## config.mk

```make
export PLATFORM = sky130hd
export DESIGN_NAME = bsfu_top
export DESIGN_NICKNAME = d
export VERILOG_FILES = /design/src/bsfu_pkg.sv /design/src/bsfu_top.sv /design/src/bsfu_alu.sv
export SDC_FILE = /design/constraint.sdc
export NUM_CORES = 1
export LEC_CHECK = 0
export BUFFER_PORTS_ARGS = -buffer_cell sky130_fd_sc_hd__buf_2
export CORE_MARGIN = 2
export CORE_UTILIZATION = 25
export DETAILED_ROUTE_END_ITERATION = 12
export GPL_TIMING_DRIVEN = 1
export PLACE_DENSITY = 0.39
export SLEW_MARGIN = 20
export SYNTH_ARGS = -nofsm -noshare
export SYNTH_HDL_FRONTEND = slang
export SYNTH_SLANG_ARGS = --single-unit
```

## constraint.sdc

```tcl
create_clock -name pclk -period 4.8 [get_ports pclk]
set_input_delay 0.96 -clock pclk [delete_from_list [all_inputs] [get_ports pclk]]
set_output_delay 0.96 -clock pclk [all_outputs]
set_load 0.1 [all_outputs]
```

## src/bsfu_pkg.sv

```systemverilog
package bsfu_pkg;

    // Register byte offsets on the APB window
    localparam logic [7:0] ADDR_CMD = 8'h00;
    localparam logic [7:0] ADDR_STATUS = 8'h04;
    localparam logic [7:0] ADDR_INFO = 8'h08;
    localparam logic [7:0] ADDR_WREG_BASE = 8'h40;
    localparam logic [7:0] ADDR_IO_BASE = 8'h60;

    // Command word fields
    localparam int CMD_OP_LSB = 0;
    localparam int CMD_BIT_LSB = 8;
    localparam int CMD_SEL_LSB = 12;

    // Info word fields
    localparam int INFO_BUSY_BIT = 0;
    localparam int INFO_DEPTH_LSB = 8;

    // Status register bit positions
    localparam logic [2:0] FLAG_C = 3'h0;
    localparam logic [2:0] FLAG_Z = 3'h1;
    localparam logic [2:0] FLAG_N = 3'h2;
    localparam logic [2:0] FLAG_V = 3'h3;
    localparam logic [2:0] FLAG_S = 3'h4;
    localparam logic [2:0] FLAG_T = 3'h6;
    localparam logic [2:0] FLAG_I = 3'h7;

    // Reset values
    localparam logic [7:0] STATUS_REGISTER_RST = 8'h00;

    // Execution cycle counts
    localparam int STACK_OP_CYCLES = 2;
    localparam int BASIC_OP_CYCLES = 1;

    typedef enum logic [4:0] {
        no_op = 5'h00,
        stack_push_op = 5'h01,
        stack_pop_op = 5'h02,
        io_bit_set_op = 5'h03,
        io_bit_clear_op = 5'h04,
        logical_left_shift_op = 5'h05,
        logical_right_shift_op = 5'h06,
        carry_rotate_left_op = 5'h07,
        carry_rotate_right_op = 5'h08,
        sign_keep_right_shift_op = 5'h09,
        nibble_swap_op = 5'h0a,
        flag_set_op = 5'h0b,
        flag_clear_op = 5'h0c,
        bit_to_transfer_flag_op = 5'h0d,
        transfer_flag_to_bit_op = 5'h0e,
        carry_set_op = 5'h0f,
        carry_clear_op = 5'h10,
        negative_set_op = 5'h11,
        negative_clear_op = 5'h12,
        zero_set_op = 5'h13,
        zero_clear_op = 5'h14,
        irq_enable_op = 5'h15,
        irq_disable_op = 5'h16,
        signed_set_op = 5'h17,
        signed_clear_op = 5'h18
    } bsfu_op_t;

    typedef enum logic [1:0] {
        st_idle = 2'b01,
        st_exec = 2'b10
    } bsfu_state_t;

endpackage

```

## src/bsfu_top.sv

```systemverilog
// Added by the designer: the register offsets and the APB interface to the registers.
`timescale 1ns/10ps
module bsfu_top #(
    parameter int STACK_DEPTH = 16
) (
    // Clock and reset
    input wire logic pclk,
    input wire logic presetn,
    // APB slave
    input wire logic psel,
    input wire logic penable,
    input wire logic pwrite,
    input wire logic [7:0] paddr,
    input wire logic [31:0] pwdata,
    output logic [31:0] prdata,
    output logic pready,
    output logic pslverr,
    // Core state
    output logic busy,
    output logic [7:0] status_q
);

    localparam int SPW = $clog2(STACK_DEPTH);

    typedef struct packed {
        bsfu_pkg::bsfu_state_t state;
        bsfu_pkg::bsfu_op_t op;
        logic [2:0] bsel;
        logic [2:0] sel;
        logic cnt;
        logic [7:0] status_register;
        logic [7:0][7:0] wregs;
        logic [7:0][7:0] io;
        logic [STACK_DEPTH-1:0][7:0] stack;
        logic [SPW:0] depth;
        logic [31:0] prdata;
        logic pready;
        logic pslverr;
    } bsfu_st_t;

    bsfu_st_t st_q;
    bsfu_st_t st_next;

    logic is_cmd;
    logic is_status;
    logic is_info;
    logic is_wreg;
    logic is_io;
    logic hit;
    logic setup;
    logic access;
    logic idle;
    logic is_stack;
    logic op_last;
    logic fire;
    logic [7:0] cur_reg;
    logic [7:0] cur_io;
    logic [7:0] bit_mask;
    logic [SPW:0] depth_dec;
    logic [7:0] alu_in;
    logic [7:0] alu_res;
    logic alu_wr;
    logic [7:0] alu_status_register;
    logic [31:0] rd_word;

    // Address decode; only aligned words answer
    assign is_cmd = (paddr == bsfu_pkg::ADDR_CMD);
    assign is_status = (paddr == bsfu_pkg::ADDR_STATUS);
    assign is_info = (paddr == bsfu_pkg::ADDR_INFO);
    assign is_wreg = (paddr[7:5] == bsfu_pkg::ADDR_WREG_BASE[7:5])
        && (paddr[1:0] == 2'b00);
    assign is_io = (paddr[7:5] == bsfu_pkg::ADDR_IO_BASE[7:5])
        && (paddr[1:0] == 2'b00);
    assign hit = is_cmd | is_status | is_info | is_wreg | is_io;
    assign setup = psel & ~penable;
    assign access = psel & penable & st_q.pready;

    // Execution helpers
    assign idle = (st_q.state == bsfu_pkg::st_idle);
    assign is_stack = (st_q.op == bsfu_pkg::stack_push_op)
        || (st_q.op == bsfu_pkg::stack_pop_op);
    assign op_last = is_stack ? 1'(bsfu_pkg::STACK_OP_CYCLES - 1)
        : 1'(bsfu_pkg::BASIC_OP_CYCLES - 1);
    assign fire = (st_q.state == bsfu_pkg::st_exec) && (st_q.cnt == op_last);
    assign cur_reg = st_q.wregs[st_q.sel];
    assign cur_io = st_q.io[st_q.sel];
    assign bit_mask = 8'h01 << st_q.bsel;
    assign depth_dec = st_q.depth - 1'b1;
    assign alu_in = ((st_q.op == bsfu_pkg::io_bit_set_op)
        || (st_q.op == bsfu_pkg::io_bit_clear_op)) ? cur_io : cur_reg;

    bsfu_alu u_alu (
        .op(st_q.op),
        .bsel(st_q.bsel),
        .operand(alu_in),
        .status_register_in(st_q.status_register),
        .result(alu_res),
        .wr_en(alu_wr),
        .status_register_out(alu_status_register)
    );

    // Read mux, sampled in the setup cycle
    always_comb begin
        rd_word = 32'h0000_0000;
        if (is_cmd) begin
            rd_word[bsfu_pkg::CMD_OP_LSB +: 5] = st_q.op;
            rd_word[bsfu_pkg::CMD_BIT_LSB +: 3] = st_q.bsel;
            rd_word[bsfu_pkg::CMD_SEL_LSB +: 3] = st_q.sel;
        end else if (is_status) begin
            rd_word[7:0] = st_q.status_register;
        end else if (is_info) begin
            rd_word[bsfu_pkg::INFO_BUSY_BIT] = ~idle;
            rd_word[bsfu_pkg::INFO_DEPTH_LSB +: SPW + 1] = st_q.depth;
        end else if (is_wreg) begin
            rd_word[7:0] = st_q.wregs[paddr[4:2]];
        end else if (is_io) begin
            rd_word[7:0] = st_q.io[paddr[4:2]];
        end
    end

    // Next state: bus slave and instruction sequencer
    always_comb begin
        st_next = st_q;
        // Answer one cycle after setup, so every access has one wait-free
        // access phase; read data is a snapshot from the setup cycle
        st_next.pready = setup;
        st_next.pslverr = setup & ~hit;
        if (setup) begin
            st_next.prdata = rd_word;
        end
        // Writes only land while idle, so they never race an instruction
        if (access && pwrite && hit && idle) begin
            if (is_cmd) begin
                st_next.op = bsfu_pkg::bsfu_op_t'(
                    pwdata[bsfu_pkg::CMD_OP_LSB +: 5]);
                st_next.bsel = pwdata[bsfu_pkg::CMD_BIT_LSB +: 3];
                st_next.sel = pwdata[bsfu_pkg::CMD_SEL_LSB +: 3];
                st_next.cnt = 1'b0;
                st_next.state = bsfu_pkg::st_exec;
            end else if (is_status) begin
                st_next.status_register = pwdata[7:0];
            end else if (is_wreg) begin
                st_next.wregs[paddr[4:2]] = pwdata[7:0];
            end else if (is_io) begin
                st_next.io[paddr[4:2]] = pwdata[7:0];
            end
        end
        // Instruction execution
        unique case (st_q.state)
            bsfu_pkg::st_idle: ;
            bsfu_pkg::st_exec: begin
                if (!fire) begin
                    st_next.cnt = 1'b1;
                end else begin
                    st_next.state = bsfu_pkg::st_idle;
                    if (st_q.op == bsfu_pkg::stack_push_op) begin
                        // A push onto a full stack is dropped
                        if (st_q.depth != (SPW + 1)'(STACK_DEPTH)) begin
                            st_next.stack[st_q.depth[SPW-1:0]] =
                                cur_reg;
                            st_next.depth = st_q.depth + 1'b1;
                        end
                    end else if (st_q.op == bsfu_pkg::stack_pop_op) begin
                        // A pop from an empty stack is dropped
                        if (st_q.depth != '0) begin
                            st_next.wregs[st_q.sel] =
                                st_q.stack[depth_dec[SPW-1:0]];
                            st_next.depth = depth_dec;
                        end
                    end else if (alu_in == cur_io && !alu_wr) begin
                        st_next.status_register = alu_status_register;
                    end else begin
                        st_next.status_register = alu_status_register;
                        if (alu_wr && ((st_q.op == bsfu_pkg::io_bit_set_op)
                            || (st_q.op == bsfu_pkg::io_bit_clear_op))) begin
                            st_next.io[st_q.sel] = alu_res;
                        end else if (alu_wr) begin
                            st_next.wregs[st_q.sel] = alu_res;
                        end
                    end
                end
            end
        endcase
    end

    // State register
    always_ff @(posedge pclk or negedge presetn) begin
        if (!presetn) begin
            st_q <= '0;
            st_q.state <= bsfu_pkg::st_idle;
            st_q.status_register <= bsfu_pkg::STATUS_REGISTER_RST;
        end else begin
            st_q <= st_next;
        end
    end

    // Outputs straight from state bits
    assign prdata = st_q.prdata;
    assign pready = st_q.pready;
    assign pslverr = st_q.pslverr;
    assign busy = st_q.state[1];
    assign status_q = st_q.status_register;
endmodule

```

## src/bsfu_alu.sv

```systemverilog
`timescale 1ns/10ps
module bsfu_alu (
    // Operation select
    input wire bsfu_pkg::bsfu_op_t op,
    input wire logic [2:0] bsel,
    // Operand and flags in
    input wire logic [7:0] operand,
    input wire logic [7:0] status_register_in,
    // Result
    output logic [7:0] result,
    output logic wr_en,
    output logic [7:0] status_register_out
);

    logic shift;
    logic carry;

    // One instruction of the group, purely combinational
    always_comb begin
        result = operand;
        wr_en = 1'b0;
        status_register_out = status_register_in;
        shift = 1'b0;
        carry = status_register_in[bsfu_pkg::FLAG_C];
        unique case (op)
            bsfu_pkg::logical_left_shift_op: begin
                result = {operand[6:0], 1'b0};
                carry = operand[7];
                shift = 1'b1;
            end
            bsfu_pkg::logical_right_shift_op: begin
                result = {1'b0, operand[7:1]};
                carry = operand[0];
                shift = 1'b1;
            end
            bsfu_pkg::carry_rotate_left_op: begin
                result = {operand[6:0], status_register_in[bsfu_pkg::FLAG_C]};
                carry = operand[7];
                shift = 1'b1;
            end
            bsfu_pkg::carry_rotate_right_op: begin
                result = {status_register_in[bsfu_pkg::FLAG_C], operand[7:1]};
                carry = operand[0];
                shift = 1'b1;
            end
            bsfu_pkg::sign_keep_right_shift_op: begin
                result = {operand[7], operand[7:1]};
                carry = operand[0];
                shift = 1'b1;
            end
            bsfu_pkg::nibble_swap_op: begin
                result = {operand[3:0], operand[7:4]};
                wr_en = 1'b1;
            end
            bsfu_pkg::io_bit_set_op: begin
                result[bsel] = 1'b1;
                wr_en = 1'b1;
            end
            bsfu_pkg::io_bit_clear_op: begin
                result[bsel] = 1'b0;
                wr_en = 1'b1;
            end
            bsfu_pkg::flag_set_op: status_register_out[bsel] = 1'b1;
            bsfu_pkg::flag_clear_op: status_register_out[bsel] = 1'b0;
            bsfu_pkg::bit_to_transfer_flag_op: begin
                status_register_out[bsfu_pkg::FLAG_T] = operand[bsel];
            end
            bsfu_pkg::transfer_flag_to_bit_op: begin
                result[bsel] = status_register_in[bsfu_pkg::FLAG_T];
                wr_en = 1'b1;
            end
            bsfu_pkg::carry_set_op:
                status_register_out[bsfu_pkg::FLAG_C] = 1'b1;
            bsfu_pkg::carry_clear_op:
                status_register_out[bsfu_pkg::FLAG_C] = 1'b0;
            bsfu_pkg::negative_set_op:
                status_register_out[bsfu_pkg::FLAG_N] = 1'b1;
            bsfu_pkg::negative_clear_op:
                status_register_out[bsfu_pkg::FLAG_N] = 1'b0;
            bsfu_pkg::zero_set_op: status_register_out[bsfu_pkg::FLAG_Z] = 1'b1;
            bsfu_pkg::zero_clear_op:
                status_register_out[bsfu_pkg::FLAG_Z] = 1'b0;
            bsfu_pkg::irq_enable_op:
                status_register_out[bsfu_pkg::FLAG_I] = 1'b1;
            bsfu_pkg::irq_disable_op:
                status_register_out[bsfu_pkg::FLAG_I] = 1'b0;
            bsfu_pkg::signed_set_op:
                status_register_out[bsfu_pkg::FLAG_S] = 1'b1;
            bsfu_pkg::signed_clear_op:
                status_register_out[bsfu_pkg::FLAG_S] = 1'b0;
            // Push, pop, no-op and unused codes leave everything alone
            default: ;
        endcase
        // Shifts touch Z, C, N and V only; S is left as it was
        if (shift) begin
            wr_en = 1'b1;
            status_register_out[bsfu_pkg::FLAG_C] = carry;
            status_register_out[bsfu_pkg::FLAG_N] = result[7];
            status_register_out[bsfu_pkg::FLAG_V] = result[7] ^ carry;
            status_register_out[bsfu_pkg::FLAG_Z] = (result == 8'h00);
        end
    end

endmodule

```

==> impl_metrics.py <==
metrics = {
    "grt": {
        "grt_max_degree": 133,
        "antenna_found_initial": 4,
        "grt.total_usage": 0.182,
        "grt_pass1_vias": 15100,
        "grt.overflow.total": 0,
        "grt_pass1_wl_um": 105000,
    },
    "final_layout": {
        "layout-drive-gt1-share": 0.187,
        "synthToLayoutAreaGrowth_pct": 12.9,
        "regArea_um2": 7510,
        "nets": 1941,
        "final_cells": 2887,
        "multi_input_area_um2": 10100,
        "fillers": 7781,
    },
    "power": {
        "power.leakage_nw": 8.46,
        "vdd_drop_max_mv": 0.197,
        "p_per_area_nw_per_um2": 276,
    },
    "clock_network": {
        "clock_latency_ps": 570,
        "clockBufferDepth": 3,
        "cts_buffers": 40,
        "cts_resized": 0,
        "clockRootBuffer": "clkbuf_16",
        "cts_sinks": 300,
        "clk_pin_slew_ps": 50,
        "htree_num_levels": 2,
        "tritoncts": "yes",
        "holdBufCountCts": 0,
        "post_cts_buffers": 0,
    },
    "setup_path": {
        "cp_slowest_stage_delay_ps": 870,
        "cp_max_fo": 11,
        "crit_type": "register to register",
        "start_kind": "register",
        "crit_path_end_kind": "register",
        "reg2regPathDepth": 8,
        "r2r_end": "st_q[292]$_DFF_PN0_",
        "cp.required_ps": 5220,
        "crit_arrival_ps": 4120,
        "r2r_setup_slack_ps": 1110,
        "crit_slowest_cell": "o21ai_1",
        "worstPathCellList": "inv_1 > ha_1 > mux4_2 > mux2_2 > o21ai_1 > a21oi_1 > a22oi_1 > o22ai_1",
        "r2r-start": "st_q[35]$_DFFE_PN0P_",
    },
    "route": {
        "post_drt_wl_per_cell_um": 24.4,
        "drt_iter0_drc": 1262,
        "drcViolationCount": 0,
        "wl_um": 70400,
        "firstDrtPassIters": 6,
        "viasPerCell": 5.27,
        "ant_nets": 0,
        "num_vias": 15200,
    },
    "placed_design": {
        "place.port_buffers": 52,
        "dp_hpwl_um": 47900,
        "place_inst": 2818,
        "gp_congestion": 0.845,
    },
    "timing": {
        "hold_viol": 0,
        "maxSlewViolCount": 0,
        "rsz0062_at_grt": "false",
        "relSlewSlack": 0.242,
        "setup_tns_ps": 0,
        "setup_violations": 0,
        "worst_slew_pin_slew_ps": 1130,
        "timing.fmax_ghz": 0.271,
        "fin_skew_ps": 26.0,
        "period_minus_slack_ps": 3690,
        "post-route-period-util": 0.770,
    },
    "floorplan": {
        "coreArea_um2": 74100,
        "die_h_um": 277,
        "ioPinCount": 88,
        "die_x_um": 277,
        "die-area_um2": 76600,
        "fp-row-count": 100,
        "initial_core_util": 0.251,
    },
    "yosys": {
        "yosys_warnings": 0,
        "yosysTopAreaCell": "dfrtp_1",
        "synthesis.instances": 1905,
        "synth_area_um2": 18600,
        "synth_seq_cells": 300,
        "avgSynthCellArea_um2": 9.76,
        "synth_flop_cell": "dfrtp_1",
        "synth_edf_count": 0,
        "yosysUniqueCellTypes": 78,
        "synthArstFlopShare": 1.00,
        "synth_area_leaders": "dfrtp_1, mux4_2, mux2i_1, o21ai_0, nand2_1",
        "seq_area_frac_synth": 0.404,
        "synth.most_common_cell": "dfrtp_1",
        "synthTopCellsByCount": "dfrtp_1, nand2_1, o21ai_0",
        "synth_top_area_share": 0.402,
    },
    "status": {
        "status": "complete, no violations",
    },
    "run": {
        "drv_cap": 0,
    },
    "worst_hold_path": {
        "hold_path_class": "input pin to asynchronous set/reset pin",
    },
}
==> metrics by stage <==
| step | setup slack [ps] | utilization | hold WS [ps] | instance area, µm² | power (W) |
|---|---|---|---|---|---|
| after global placement | 1050 | 0.267 | 456 | 19800 | 0.00295 |
| after detailed placement | 996 | 0.267 | 464 | 19800 | 0.00296 |
| final | 1110 | 0.284 | 366 | 21000 | 0.00579 |
| after floorplan | 1150 | - | 440 | 18700 | 0.00285 |
| after CTS | 1070 | 0.283 | 411 | 21000 | 0.00588 |
| after global routing | 722 | 0.283 | 404 | 21000 | 0.00599 |
==> critical path, delay by kind of cell, from the launching register on <==
| kind | cells | cell delay [ps] |
|---|---|---|
| flops | 1 | 490 |
| buf+inv | 1 | 130 |
| mux | 2 | 750 |
| compound gates | 4 | 1430 |
| fa+ha+maj | 1 | 740 |
==> where the power goes <==
part | switching (W) | internal, W | total [W] | leakage, nW
clock | 0.00121 | 0.00168 | 0.00289 | 0.601
combinational | 0.000299 | 0.0000534 | 0.000353 | 4.26
sequential | 0.00000723 | 0.00254 | 0.00255 | 3.60
total | 0.00152 | 0.00427 | 0.00579 | 8.46
==> area by class of cell <==
type,instances,share of cell area
multi-input combinational,1411,0.483
sequential,300,0.358
tap,969,0.0577
clock buffer,59,0.0534
timing repair buffer,125,0.0408
clock inverter,9,0.00494
inverter,13,0.00232
antenna,1,0.000119
==> how the worst max path moves through the flow <==
stage / from / to / slack [ps] / cells after the start
2_1_floorplan: st_q[34]$_DFFE_PN0P_ / st_q[247]$_DFF_PN0_ / 1150 / 12
3_3_place_gp: paddr[1] / st_q[289]$_DFF_PN0_ / 1050 / 10
3_5_place_dp: paddr[1] / st_q[289]$_DFF_PN0_ / 1000 / 10
4_1_cts: st_q[35]$_DFFE_PN0P_ / st_q[248]$_DFF_PN0_ / 1070 / 9
5_1_grt: st_q[311]$_DFFE_PN0P_ / register / 720 / 7
6_report: st_q[35]$_DFFE_PN0P_ / st_q[292]$_DFF_PN0_ / 1110 / 8
==> placed cells by master (no fill, tap or decap), types with 13 or more instances in the layout <==
master / n
a21o_1: 24
a21oi_1: 117
a221oi_1: 13
a22oi_1: 42
buf_2: 51
buf_4: 70
clkbuf_1: 14
clkbuf_16: 40
conb_1: 17
dfrtp_1: 296
mux2_2: 48
mux2i_1: 130
mux4_2: 98
nand2_1: 253
nand3_1: 49
nor2_1: 135
nor2b_1: 14
nor3_1: 23
o21ai_0: 208
o22ai_1: 71
==> logic make-up after synthesis <==
logic type / count (synthesis) / share of synthesized area
simple gates: 548 / 0.132
compound gates: 546 / 0.175
xor+xnor: 10 / 0.00471
other cells: 1 / 0.000202
flops: 300 / 0.404
fa+ha+maj: 5 / 0.00336
mux: 285 / 0.226
buf+inv: 210 / 0.0556
==> metal layers <==
layer / global-route usage / vias to the layer above / share of wire
li1: - / 6934 / -
met1: 0.258 / 7728 / 0.46
met2: 0.296 / 452 / 0.47
met3: 0.0254 / 84 / 0.055
met4: 0.0407 / 4 / 0.019
met5: 0 / - / 0.00023
Note: power is estimated with default switching activity, not from simulation.
